File: config.mk
export PLATFORM = sky130hd
export DESIGN_NAME = ild_top
export DESIGN_NICKNAME = d
export VERILOG_FILES = /design/src/ild_sync.v /design/src/ild_holdoff.v /design/src/ild_top.v
export VERILOG_INCLUDE_DIRS = /design/src
export SDC_FILE = /design/constraint.sdc
export NUM_CORES = 1
export LEC_CHECK = 0
export ABC_AREA = 1
export BUFFER_PORTS_ARGS = -buffer_cell sky130_fd_sc_hd__clkbuf_2
export CAP_MARGIN = 20
export CORE_ASPECT_RATIO = 1.75
export CORE_MARGIN = 2
export CORE_UTILIZATION = 48
export CTS_BUF_LIST = sky130_fd_sc_hd__clkbuf_4 sky130_fd_sc_hd__clkbuf_8
export DETAILED_ROUTE_END_ITERATION = 6
export GPL_TIMING_DRIVEN = 0
export PLACE_DENSITY_LB_ADDON = 0.08
export SETUP_SLACK_MARGIN = 0.1
export SLEW_MARGIN = 20
export SYNTH_ARGS = -nofsm -noshare
export SYNTH_HDL_FRONTEND = slang
export SYNTH_SLANG_ARGS = --single-unit
File: constraint.sdc
create_clock -name i_core_clk -period 2.9 [get_ports i_core_clk]
set_input_delay 0.435 -clock i_core_clk [delete_from_list [all_inputs] [get_ports i_core_clk]]
set_output_delay 0.435 -clock i_core_clk [all_outputs]
set_load 0.005 [all_outputs]
File: src/ild_map.vh
// ild_map.vh: offsets, field positions, widths and reset values of the
// input level detector alternate map.
// assumes: included by bare name from the detector design files.
`ifndef ILD_MAP_VH
`define ILD_MAP_VH

// ----------------------------------------------------------------
// alternate-map locations (channel address pointer values)
// ----------------------------------------------------------------
`define ILD_OFS_A_LOW_LIMIT 8'h00
`define ILD_OFS_A_HIGH_LIMIT 8'h01
`define ILD_OFS_A_HOLD_COUNT 8'h02
`define ILD_OFS_A_DETECT_CONFIG 8'h03
`define ILD_OFS_B_LOW_LIMIT 8'h04
`define ILD_OFS_B_HIGH_LIMIT 8'h05
`define ILD_OFS_B_HOLD_COUNT 8'h06
`define ILD_OFS_B_DETECT_CONFIG 8'h07

// ----------------------------------------------------------------
// location decode fields of the pointer
// ----------------------------------------------------------------
`define ILD_PTR_PORT_BIT 2
`define ILD_PTR_FIELD_MSB 1
`define ILD_PTR_FIELD_LSB 0
`define ILD_FIELD_LOW 2'h0
`define ILD_FIELD_HIGH 2'h1
`define ILD_FIELD_HOLD 2'h2
`define ILD_FIELD_CONFIG 2'h3

// ----------------------------------------------------------------
// widths and field positions
// ----------------------------------------------------------------
`define ILD_SAMPLE_W 14
`define ILD_MANT_MSB 13
`define ILD_MANT_LSB 4
`define ILD_LIMIT_W 10
`define ILD_HOLD_W 20
`define ILD_CONFIG_W 5
`define ILD_DATA_W 20
`define ILD_CFG_POLARITY_BIT 4
`define ILD_CFG_INTERLEAVE_BIT 3
`define ILD_CFG_HOLDOFF_MSB 2
`define ILD_CFG_HOLDOFF_LSB 0
`define ILD_HOLDOFF_TAPS 8

// ----------------------------------------------------------------
// reset values
// ----------------------------------------------------------------
`define ILD_RST_LIMIT 10'h000
`define ILD_RST_HOLD 20'h00000
`define ILD_RST_CONFIG 5'h00

`endif

File: src/ild_sync.v
// ild_sync.v: two-flop synchroniser for a bundle of pin inputs.
// assumes: bits are independent levels; multi-bit sample words may tear
// for one cycle, which the detector tolerates as a single odd sample.
`timescale 1ns/1ps
`default_nettype none

module ild_sync #(
	parameter W = 30
) (
	// clock and control
	input wire i_core_clk,
	input wire i_rst_n,
	input wire i_ce,
	// pins
	input wire [W-1:0] i_async,
	// synchronised
	output reg [W-1:0] o_sync
);

reg [W-1:0] meta;

always @(posedge i_core_clk)
begin
	if (!i_rst_n)
	begin
		meta <= {W{1'b0}};
		o_sync <= {W{1'b0}};
	end
	else if (i_ce)
	begin
		meta <= i_async;
		o_sync <= meta;
	end
end

endmodule
`default_nettype wire

File: src/ild_holdoff.v
// ild_holdoff.v: programmable delay of the indicator level, 0 to 7 cycles.
// assumes: select comes from a static configuration field.
`timescale 1ns/1ps
`default_nettype none
`include "ild_map.vh"

module ild_holdoff (
	// clock and control
	input wire i_core_clk,
	input wire i_rst_n,
	input wire i_ce,
	// level in and delay select
	input wire i_level,
	input wire [2:0] i_sel,
	// delayed level
	output wire o_level
);

wire [`ILD_HOLDOFF_TAPS-1:0] tap;
reg [`ILD_HOLDOFF_TAPS-1:1] line;

assign tap[0] = i_level;

genvar k;
generate
	for (k = 1; k < `ILD_HOLDOFF_TAPS; k = k + 1)
	begin : g_tap
		always @(posedge i_core_clk)
		begin
			if (!i_rst_n)
				line[k] <= 1'b0;
			else if (i_ce)
				line[k] <= tap[k-1];
		end
		assign tap[k] = line[k];
	end
endgenerate

// a changed select takes effect at once; a glitch may show while it changes
assign o_level = tap[i_sel];

endmodule
`default_nettype wire

File: src/ild_top.v
// ild_top.v: input level detector for two sample ports, with its eight
// alternate-map locations and the four level-indicator outputs.
// assumes: one sample clock; access strobes come from logic on that clock;
// sample buses and input enables are pins and are synchronised here.
//
// Operation
// - lower limit met when top ten mantissa bits are at or below it
// - upper limit met when top ten bits reach it; indicator then active
// - lower met after upper excursion: load dwell counter, count while low
// - input above lower limit during dwell reloads counter and waits again
// - indicator released only after dwell time spent at or below lower limit
// - dwell of zero disables detection; software programs at least one
// - config bit 4 clear: active high; set: active low
// - config bit 3 clear: first output active, second its complement
// - config bit 3 set: input enable low selects first, high selects second
// - config bits 2-0 set hold-off delay of the indicator signal
// - locations 4-7 serve port B as 0-3 serve port A
// - locations reachable only with map select set; pointer picks location
`timescale 1ns/1ps
`default_nettype none
`include "ild_map.vh"

module ild_top (
	// clock, reset, enable
	input wire i_core_clk,
	input wire i_rst_n,
	input wire i_ce,
	// sample pins
	input wire [`ILD_SAMPLE_W-1:0] i_port_a_sample_bus,
	input wire [`ILD_SAMPLE_W-1:0] i_port_b_sample_bus,
	input wire i_port_a_input_enable,
	input wire i_port_b_input_enable,
	// internal access from the control port
	input wire i_map_select,
	input wire [7:0] i_channel_address_pointer,
	input wire i_wr_strobe,
	input wire i_rd_strobe,
	input wire [`ILD_DATA_W-1:0] i_wr_data,
	output wire [`ILD_DATA_W-1:0] o_rd_data,
	output wire o_rd_valid,
	// level indicators
	output wire o_port_a_indicator_first,
	output wire o_port_a_indicator_second,
	output wire o_port_b_indicator_first,
	output wire o_port_b_indicator_second
);

// ----------------------------------------------------------------
// detector states, one-hot
// ----------------------------------------------------------------
localparam [2:0] ST_IDLE = 3'b001;
localparam [2:0] ST_ARMED = 3'b010;
localparam [2:0] ST_DWELL = 3'b100;

// ----------------------------------------------------------------
// location decode
// ----------------------------------------------------------------
// only pointer values 0 to 7 exist in the alternate map
function ild_loc_ok;
	input [7:0] ptr;
	begin
		ild_loc_ok = (ptr[7:3] == 5'h00);
	end
endfunction

// ----------------------------------------------------------------
// pin synchronisation
// ----------------------------------------------------------------
localparam SYNC_W = 2 * `ILD_SAMPLE_W + 2;

wire [SYNC_W-1:0] pins_sync;

ild_sync #(
	.W(SYNC_W)
) u_sync (
	.i_core_clk(i_core_clk),
	.i_rst_n(i_rst_n),
	.i_ce(i_ce),
	.i_async({i_port_b_input_enable, i_port_a_input_enable,
		i_port_b_sample_bus, i_port_a_sample_bus}),
	.o_sync(pins_sync)
);

wire [`ILD_SAMPLE_W-1:0] sample_s [0:1];
wire [1:0] ien_s;

assign sample_s[0] = pins_sync[`ILD_SAMPLE_W-1:0];
assign sample_s[1] = pins_sync[2*`ILD_SAMPLE_W-1:`ILD_SAMPLE_W];
assign ien_s = pins_sync[SYNC_W-1:2*`ILD_SAMPLE_W];

// ----------------------------------------------------------------
// location storage, index 0 = port A, 1 = port B
// ----------------------------------------------------------------
reg [`ILD_LIMIT_W-1:0] low_limit [0:1];
reg [`ILD_LIMIT_W-1:0] high_limit [0:1];
reg [`ILD_HOLD_W-1:0] hold_count [0:1];
reg [`ILD_CONFIG_W-1:0] detect_config [0:1];

wire acc_hit;
wire acc_port;
wire [1:0] acc_field;

assign acc_hit = i_map_select & ild_loc_ok(i_channel_address_pointer);
assign acc_port = i_channel_address_pointer[`ILD_PTR_PORT_BIT];
assign acc_field = i_channel_address_pointer[`ILD_PTR_FIELD_MSB:`ILD_PTR_FIELD_LSB];

integer n;

always @(posedge i_core_clk)
begin
	if (!i_rst_n)
	begin
		for (n = 0; n < 2; n = n + 1)
		begin
			low_limit[n] <= `ILD_RST_LIMIT;
			high_limit[n] <= `ILD_RST_LIMIT;
			hold_count[n] <= `ILD_RST_HOLD;
			detect_config[n] <= `ILD_RST_CONFIG;
		end
	end
	else if (i_ce && i_wr_strobe && acc_hit)
	begin
		if (acc_field == `ILD_FIELD_LOW)
			low_limit[acc_port] <= i_wr_data[`ILD_LIMIT_W-1:0];
		else if (acc_field == `ILD_FIELD_HIGH)
			high_limit[acc_port] <= i_wr_data[`ILD_LIMIT_W-1:0];
		else if (acc_field == `ILD_FIELD_HOLD)
			hold_count[acc_port] <= i_wr_data[`ILD_HOLD_W-1:0];
		else
			detect_config[acc_port] <= i_wr_data[`ILD_CONFIG_W-1:0];
	end
end

// ----------------------------------------------------------------
// read path
// ----------------------------------------------------------------
reg [`ILD_DATA_W-1:0] rd_data;
reg rd_valid;
reg [`ILD_DATA_W-1:0] next_rd_data;

always @*
begin
	next_rd_data = {`ILD_DATA_W{1'b0}};
	if (!acc_hit)
		next_rd_data = {`ILD_DATA_W{1'b0}};
	else if (acc_field == `ILD_FIELD_LOW)
		next_rd_data = {10'h000, low_limit[acc_port]};
	else if (acc_field == `ILD_FIELD_HIGH)
		next_rd_data = {10'h000, high_limit[acc_port]};
	else if (acc_field == `ILD_FIELD_HOLD)
		next_rd_data = hold_count[acc_port];
	else
		next_rd_data = {15'h0000, detect_config[acc_port]};
end

// unmapped or deselected reads still answer, with zero data
always @(posedge i_core_clk)
begin
	if (!i_rst_n)
	begin
		rd_data <= {`ILD_DATA_W{1'b0}};
		rd_valid <= 1'b0;
	end
	else if (i_ce)
	begin
		rd_valid <= i_rd_strobe;
		if (i_rd_strobe)
			rd_data <= next_rd_data;
	end
end

assign o_rd_data = rd_data;
assign o_rd_valid = rd_valid;

// ----------------------------------------------------------------
// per-port detector
// ----------------------------------------------------------------
wire [1:0] ind_first;
wire [1:0] ind_second;

genvar p;
generate
	for (p = 0; p < 2; p = p + 1)
	begin : g_port
		reg [2:0] state;
		reg [`ILD_HOLD_W-1:0] dwell;
		reg out_first;
		reg out_second;
		wire [`ILD_LIMIT_W-1:0] mant;
		wire low_met;
		wire high_met;
		wire enabled;
		wire active;
		wire delayed;
		wire pol;
		wire ilv;
		wire lvl_on;

		assign mant = sample_s[p][`ILD_MANT_MSB:`ILD_MANT_LSB];
		assign low_met = (mant <= low_limit[p]);
		assign high_met = (mant >= high_limit[p]);
		assign enabled = (hold_count[p] != `ILD_RST_HOLD);

		// upper wins when both limits are met at once
		always @(posedge i_core_clk)
		begin
			if (!i_rst_n)
			begin
				state <= ST_IDLE;
				dwell <= `ILD_RST_HOLD;
			end
			else if (i_ce)
			begin
				if (!enabled)
				begin
					state <= ST_IDLE;
					dwell <= `ILD_RST_HOLD;
				end
				else
				begin
					case (state)
						ST_IDLE:
						begin
							if (high_met)
							begin
								state <= ST_ARMED;
								dwell <= hold_count[p];
							end
						end
						ST_ARMED:
						begin
							if (high_met)
								dwell <= hold_count[p];
							else if (low_met)
							begin
								// the first cycle at the lower limit counts
								if (hold_count[p] == 20'h00001)
									state <= ST_IDLE;
								else
								begin
									state <= ST_DWELL;
									dwell <= hold_count[p] - 20'h00001;
								end
							end
						end
						ST_DWELL:
						begin
							if (high_met)
							begin
								state <= ST_ARMED;
								dwell <= hold_count[p];
							end
							else if (!low_met)
							begin
								state <= ST_ARMED;
								dwell <= hold_count[p];
							end
							else if (dwell == 20'h00001)
								state <= ST_IDLE;
							else
								dwell <= dwell - 20'h00001;
						end
						default:
						begin
							state <= ST_IDLE;
							dwell <= `ILD_RST_HOLD;
						end
					endcase
				end
			end
		end

		assign active = (state != ST_IDLE);

		ild_holdoff u_holdoff (
			.i_core_clk(i_core_clk),
			.i_rst_n(i_rst_n),
			.i_ce(i_ce),
			.i_level(active),
			.i_sel(detect_config[p][`ILD_CFG_HOLDOFF_MSB:`ILD_CFG_HOLDOFF_LSB]),
			.o_level(delayed)
		);

		assign pol = detect_config[p][`ILD_CFG_POLARITY_BIT];
		assign ilv = detect_config[p][`ILD_CFG_INTERLEAVE_BIT];
		assign lvl_on = delayed ^ pol;

		always @(posedge i_core_clk)
		begin
			if (!i_rst_n)
			begin
				out_first <= 1'b0;
				out_second <= 1'b0;
			end
			else if (i_ce)
			begin
				if (ilv)
				begin
					// the idle output sits at its inactive level
					out_first <= (delayed & ~ien_s[p]) ^ pol;
					out_second <= (delayed & ien_s[p]) ^ pol;
				end
				else
				begin
					out_first <= lvl_on;
					out_second <= ~lvl_on;
				end
			end
		end

		assign ind_first[p] = out_first;
		assign ind_second[p] = out_second;
	end
endgenerate

// ----------------------------------------------------------------
// outputs
// ----------------------------------------------------------------
assign o_port_a_indicator_first = ind_first[0];
assign o_port_a_indicator_second = ind_second[0];
assign o_port_b_indicator_first = ind_first[1];
assign o_port_b_indicator_second = ind_second[1];

endmodule
`default_nettype wire

==> qor.csv, run 1 <==
stage;metric;value;unit
job;cap_violations;0;
floorplan;start_util;49.0;%
global_route;gr-usage-met1;31.9;%
timing;final_max_slew_viol_count;0;
placement;pre_cts_ws;-0.419;ns
floorplan;dieArea;29300;µm²
setup_path;required;3.39;ns
global_route;grt.met2_usage;55.9;%
floorplan;rows;80;
yosys;yosys_register_bits;219;
setup_path;cp-end-kind;flop;
setup_path;critPathMaxFanout;10;
yosys;seq_area_frac_synth;39.5;%
cells_and_area;n_antenna_cell;0;
timing;hold_viol;0;
floorplan;die_h;225;µm
drt;drc_errors;0;
timing;whs;0.0880;ns
timing;setup-violations-final;0;
global_route;grt_first_pass_wirelength;67.8;mm
cts;cts_root_buf;clkbuf_8;
cells_and_area;fin_nets;2087;
worst_hold_path;min_path_type;input pin to flop;
cts;post_cts_buffers;0;
placement;dpl.hpwl;35.3;mm
timing;fmax;0.385;GHz
timing;period_share;89.5;%
timing;rsz0062_at_grt;false;
cts;clkLatencyLatePin;0.57;ns
global_route;antenna_found_initial;0;
placement;place.gp.congestion;0.963;
power;powerDensity;616;nW/µm²
floorplan;fp.dieW;130;µm
yosys;synth_cell_type_count;47;
cts;cts_buffers;36;
setup_path;start_kind;flop;
drt;drtAntennaViolNets;0;
drt;wl_per_cell;18.8;µm
timing;fin_ws;0.305;ns
cts;clk_path_buf_depth;3;
floorplan;ios;89;
global_route;grt_busiest_layer;met2;
cts;cts.sinks;219;
floorplan;core-area;27300;µm²
cells_and_area;areaGrowthSynthToFinish;12.5;%
placement;port_buffers;77;
cts;clkTransAtPathRegs;0.06;ns
yosys;synth-edff-count;90;
yosys;synth_fp_nets;1972;
cells_and_area;fillerInstances;2758;
global_route;grt_pass1_vias;12625;
setup_path;worstSetupPathType;flop to flop;
outcome;status;completed;
global_route;gr-usage-met3;3.40;%
yosys;synthTopCellsByArea;edfxtp_1 20%, dfxtp_1 19%, nand2_1 11%;
yosys;synth_top_cell_area_share;20.2;%
timing;slew_headroom;30.1;%
yosys;synth_top_area_cell;edfxtp_1;
cts;ctsHoldBuffers;0;
drt;viasPerCell;5.36;
yosys;netlist_instances;1860;
drt;drt-total-wl;44.5;mm
global_route;globalRouteTotalUtil;30.9;%
timing;period_minus_slack;2.60;ns
yosys;ys.flop_type;dfxtp_1;
power;max-vdd-ir-drop;0.428;mV
yosys;async_reset_ff_share;0;%
drt;vias;12713;
drt;drtIter0Drc;666;
global_route;grt_overflow;0;
yosys;synth_area;13400;µm²
setup_path;worstPathArrival;3.09;ns
cts;htree_num_levels;2;
cells_and_area;drive_above_1_share;13.2;%
yosys;ys_warn_count;0;
cts;cts_resized;0;
yosys;postSynthAreaPerCell;7.19;µm²
timing;fin_skew;0.0286;ns
timing;tightest_slew;1.05;ns
cts;cts_tree;built;
global_route;grt_max_degree;21;
drt;dr.pass1.iters;5;
power;p_leak;6.82;nW
synth_stat cells (all sizes together), types with 3 or more instances:
library cell	number
inv	194
o21bai	3
o211ai	16
o2111ai	12
a21o	3
nand2	414
nor4	3
nand3	184
o31ai	3
xnor2	8
edfxtp	90
ha	48
xor2	38
clkinv	3
nor3	13
a21oi	113
dfxtp	129
o21ai	109
buf	25
o22ai	5
or2	8
nor2	351
nand4	28
clkbuf	52
stage by stage:
step	std cells	area [µm²]	TNS [ns]	power (mW)	util, %
final	2371	15000	0	9.27	55.1
after global routing	2371	15000	0	9.74	55.1
after CTS	2371	15000	0	9.30	55.0
after detailed placement	2306	14200	-20.05	6.25	52.1
after global placement	2306	14200	-18.73	6.23	52.1
after floorplan	1860	13400	0	5.54	-
flip-flops by register name (all words and copies together) (netlist names):
signal                     flops
g_port.u_holdoff.line         14
o_port_a_indicator_first       1
high_limit                    20
g_port.dwell                  40
o_rd_valid                     1
u_sync.meta                   22
g_port.state                   6
o_rd_data                     20
hold_count                    40
u_sync.o_sync                 22
o_port_a_indicator_second      1
o_port_b_indicator_first       1
low_limit                     20
o_port_b_indicator_second      1
detect_config                 10
worst paths after layout:
kind	from	endpoint	slack (ns)	cells past startpoint
worst max-delay path	high_limit[1][4]	g_port[1].dwell[16]	0.30	16
worst min register to register	u_sync.o_sync[28]	u_sync.o_sync[28]	0.46	2
worst max register to register	high_limit[1][4]	g_port[1].dwell[16]	0.30	16
worst min-delay path	i_port_a_sample_bus[9]	u_sync.meta[9]	0.09	3
critical path, cell delays in order, from the launching register on:
cell and delay, ns:
edfxtp_1 0.48, inv_1 0.08, ha_1 0.27, nand2_1 0.08, inv_1 0.04, nand2_1 0.06, nand2_1 0.05, nand2_1 0.10
nand2_1 0.10, nor2_4 0.20, nand3_2 0.20, inv_2 0.25, buf_4 0.22, nand3b_1 0.10, nand3_1 0.13, nand2_4 0.06
a21oi_2 0.10
per-layer routing:
layer  routed length, µm  part of all wire (%)  up-vias
met2               22700                    51      384
met3                1640                   3.7      176
li1                    -                     -     6328
met4                3940                   8.9        0
met1               16200                    36     5825
met5                   0                     0        -
area by class of cell:
class | instances | area, µm² | area share, %
clock inverters | 9 | 110 | 0.732
multi-input cells | 1367 | 7000 | 46.5
plain buffers | 77 | 362 | 2.40
clock buffers | 56 | 702 | 4.66
flip-flops and latches | 219 | 5290 | 35.1
well taps | 369 | 462 | 3.07
repair buffers | 77 | 385 | 2.56
inverters | 197 | 739 | 4.91
kinds of logic after synthesis:
kind of cell               share of synthesized area, %
AOI/OAI and AO/OA                                  11.5
xor gates and xnor gates                           3.01
adders and majority gates                          4.49
buffers and inverters                              8.23
DFF                                                39.5
muxes                                            0.0748
and+or+nand+nor                                    33.2
placed cells by master, fill, tap and decap left out, types with 7 or more instances in the layout:
cell       Yosys  final
nand2_1      388    386
nor2_1       332    332
inv_1        181    180
nand3_1      180    180
dfxtp_1      129    129
o21ai_0      108    108
a21oi_1       92     91
edfxtp_1      90     90
clkbuf_2       0     77
clkbuf_1      52     52
ha_1          48     47
clkbuf_8       0     45
xor2_1        38     38
nand4_1       27     27
a21oi_2       21     22
nand2_4       21     21
buf_2         17     17
o211ai_1      16     16
inv_2         13     14
nor2_2        13     13
o2111ai_1     12     12
clkbuf_4       0     11
nor3_1        10     10
xnor2_1        8      8
nand2_2        5      7
or2_2          7      7
where the power goes:
group / total [mW] / internal (mW) / switching (mW) / leakage (nW)
logic: 2.56 / 0.875 / 1.68 / 4.48
registers: 3.66 / 3.42 / 0.244 / 1.91
clock network: 3.05 / 1.73 / 1.32 / 0.432
total: 9.27 / 6.03 / 3.25 / 6.82
Note: power is estimated with default switching activity, not from simulation.
==> run 2, diff against run 1 <==
CORE_UTILIZATION = 55   (was 48)
==> run 2 against run 1 <==
Compared with the run above: cell count fell by 2.6%; non-clock buffer count did not move; hold slack improved by 0.021 ns; die area fell by 12%; clock-buffer cell count fell by 2; register-to-register slack barely moved; worst setup slack improved by 0.013 ns; clock skew rose by 0.0045 ns; critical path depth did not move.
==> qor.csv, run 2 (same netlist as run 1, synthesis figures left out) <==
stage;metric;value;unit;change
cts;htree_num_levels;2;;unchanged
cells_and_area;multiInputGateArea;7000;µm²;about the same
drt;drt-total-wl;43.9;mm;-1.4%
timing;period_minus_slack;2.58;ns;-0.0130 ns
cts;cts.sinks;219;;unchanged
power;p_leak;6.79;nW;-0.45%
cts;cts_tree;built;;
global_route;grt_pass1_vias;12484;;-1.1%
job;cap_violations;0;;unchanged
setup_path;crit_chain;inv_1, ha_1, nand2_1, inv_1, nand2_1, nand2_1, nand2_1, nand2_1, nor2_4, nand3_2, inv_2, buf_4, nand2_1, nand3_1, nand2_4, a21oi_2;;
drt;viasPerCell;5.62;;+4.9%
floorplan;fp.dieW;122;µm;-6.4%
cells_and_area;n_antenna_cell;0;;unchanged
worst_hold_path;min_path_type;input pin to flop;;
cells_and_area;fillerInstances;2348;;-15%
cells_and_area;largestRegisters;g_port.dwell: 40 flops, hold_count: 40 flops;;
drt;vias;12986;;+2.1%
drt;drtIter0Drc;965;;+45%
global_route;gr-usage-met3;4.30;%;+0.90 points
placement;port_buffers;77;;unchanged
cts;cts_root_buf;clkbuf_8;;
cts;cts_buffers;35;;-2.8%
floorplan;rows;75;;-6.3%
setup_path;cp-end-kind;flop;;
setup_path;crit_family;simple AND/OR/NAND/NOR gates;;
cells_and_area;mostFrequentLayoutCell;nand2_1;;
timing;rsz0062_at_grt;false;;
setup_path;critPathMostFrequentCell;nand2_1;;
placement;place.gp.congestion;0.993;;+3.1%
setup_path;required;3.39;ns;about the same
drt;wl_per_cell;19.0;µm;+1.3%
global_route;grt_max_degree;21;;unchanged
outcome;status;completed;;
timing;fin_skew;0.0331;ns;+0.00450 ns
global_route;grt_first_pass_wirelength;66.9;mm;-1.4%
timing;whs;0.109;ns;+0.0209 ns
floorplan;start_util;55.9;%;+7.0 points
global_route;grt_overflow;0;;unchanged
setup_path;cpPeakStageDelay;0.50;ns;+0.02 ns
setup_path;worstSetupPathType;flop to flop;;
drt;drtAntennaViolNets;0;;unchanged
setup_path;critPathMaxFanout;10;;unchanged
timing;tightest_slew;1.07;ns;+0.0209 ns
cells_and_area;areaGrowthSynthToFinish;11.5;%;
placement;dpl.hpwl;34.5;mm;-2.4%
cts;cts_resized;0;;unchanged
floorplan;dieArea;25600;µm²;-12%
cells_and_area;fin_nets;2086;;-0.048%
floorplan;die_h;210;µm;-6.5%
cts;clk_path_buf_depth;3;;unchanged
timing;period_share;89.0;%;-0.45 points
cts;post_cts_buffers;0;;unchanged
power;max-vdd-ir-drop;0.490;mV;+14%
cts;ctsHoldBuffers;0;;unchanged
drt;drc_errors;0;;unchanged
cells_and_area;seq_area;5290;µm²;unchanged
global_route;grt_busiest_layer;met2;;
setup_path;critPathBufInv;4;;unchanged
timing;setup-violations-final;0;;unchanged
cts;clkLatencyLatePin;0.57;ns;about the same
setup_path;worstPathArrival;3.08;ns;about the same
power;p_total;9.15;mW;-1.4%
drt;dr.pass1.iters;7;;+2
setup_path;slowest_stage;edfxtp_1;;
global_route;grt.met2_usage;61.3;%;+5.4 points
timing;fmax;0.387;GHz;+0.50%
cts;clkTransAtPathRegs;0.06;ns;about the same
cells_and_area;drive_above_1_share;13.1;%;-0.093 points
cells_and_area;fin_cells;2309;;-2.6%
timing;hold_viol;0;;unchanged
cells_and_area;design_area;14900;µm²;-0.88%
placement;placed_cells;2245;;-2.6%
timing;final_max_slew_viol_count;0;;unchanged
global_route;antenna_found_initial;0;;unchanged
global_route;gr-usage-met1;37.2;%;+5.3 points
floorplan;core-area;23900;µm²;-12%
placement;placed_area;14100;µm²;-0.54%
timing;slew_headroom;28.7;%;-1.4 points
setup_path;start_kind;flop;;
floorplan;ios;89;;unchanged
power;powerDensity;613;nW/µm²;-0.49%
cells_and_area;most-common-layout-cells;386 x nand2_1, 331 x nor2_1, 180 x inv_1, 180 x nand3_1, 129 x dfxtp_1;;
global_route;globalRouteTotalUtil;34.4;%;+3.6 points
-- run 2: changes by cell type in the layout (fill, tap and decap cells not counted), sizes merged --
cell	before	now
clkinvlp	0	1
clkbuf	185	183
-- run 2: tightest hold or removal path, stage by stage --
cell	delay (ns)
clkbuf_2	0.08
nor2_1	0.03
nor2_1	0.08
-- run 2: final timing paths --
path         slack [ns]  depth (start not counted)              startpoint                  end
min                0.11                          3  i_port_a_sample_bus[6]       u_sync.meta[6]
max                0.32                         16        high_limit[1][4]  g_port[1].dwell[10]
min reg2reg        0.46                          2       u_sync.o_sync[28]    u_sync.o_sync[28]
max reg2reg        0.32                         16        high_limit[1][4]  g_port[1].dwell[10]
-- run 2: cell type report --
class / count / share of cell area (%)
clock inverters: 10 / 0.721
clock buffers: 54 / 4.35
plain buffers: 77 / 2.42
well taps: 308 / 2.58
inverters: 197 / 4.96
repair buffers: 77 / 2.58
multi-input cells: 1367 / 46.9
flip-flops and latches: 219 / 35.4
-- run 2: layer usage --
| layer | share of wire, % | vias up | wire, µm |
|---|---|---|---|
| li1 | - | 6341 | - |
| met1 | 37 | 6014 | 16000 |
| met2 | 51 | 472 | 22200 |
| met3 | 4.8 | 159 | 2090 |
| met4 | 8.0 | 0 | 3500 |
| met5 | 0 | - | 0 |
-- run 2: power breakdown --
| group | total, mW | switching, mW | internal, mW |
|---|---|---|---|
| Combinational | 2.55 | 1.68 | 0.874 |
| Clock | 2.93 | 1.31 | 1.62 |
| Sequential | 3.67 | 0.249 | 3.42 |
| Total | 9.15 | 3.24 | 5.91 |
-- run 2: stage by stage --
step	setup TNS (ns)	worst slack (ns)	utilization (%)
finish	0	0.318	62.3
global route	0	0.114	62.3
CTS	0	0.196	62.3
detailed placement	-16.41	-0.369	59.1
global placement	-16.78	-0.381	59.1
floorplan	0	0.530	-
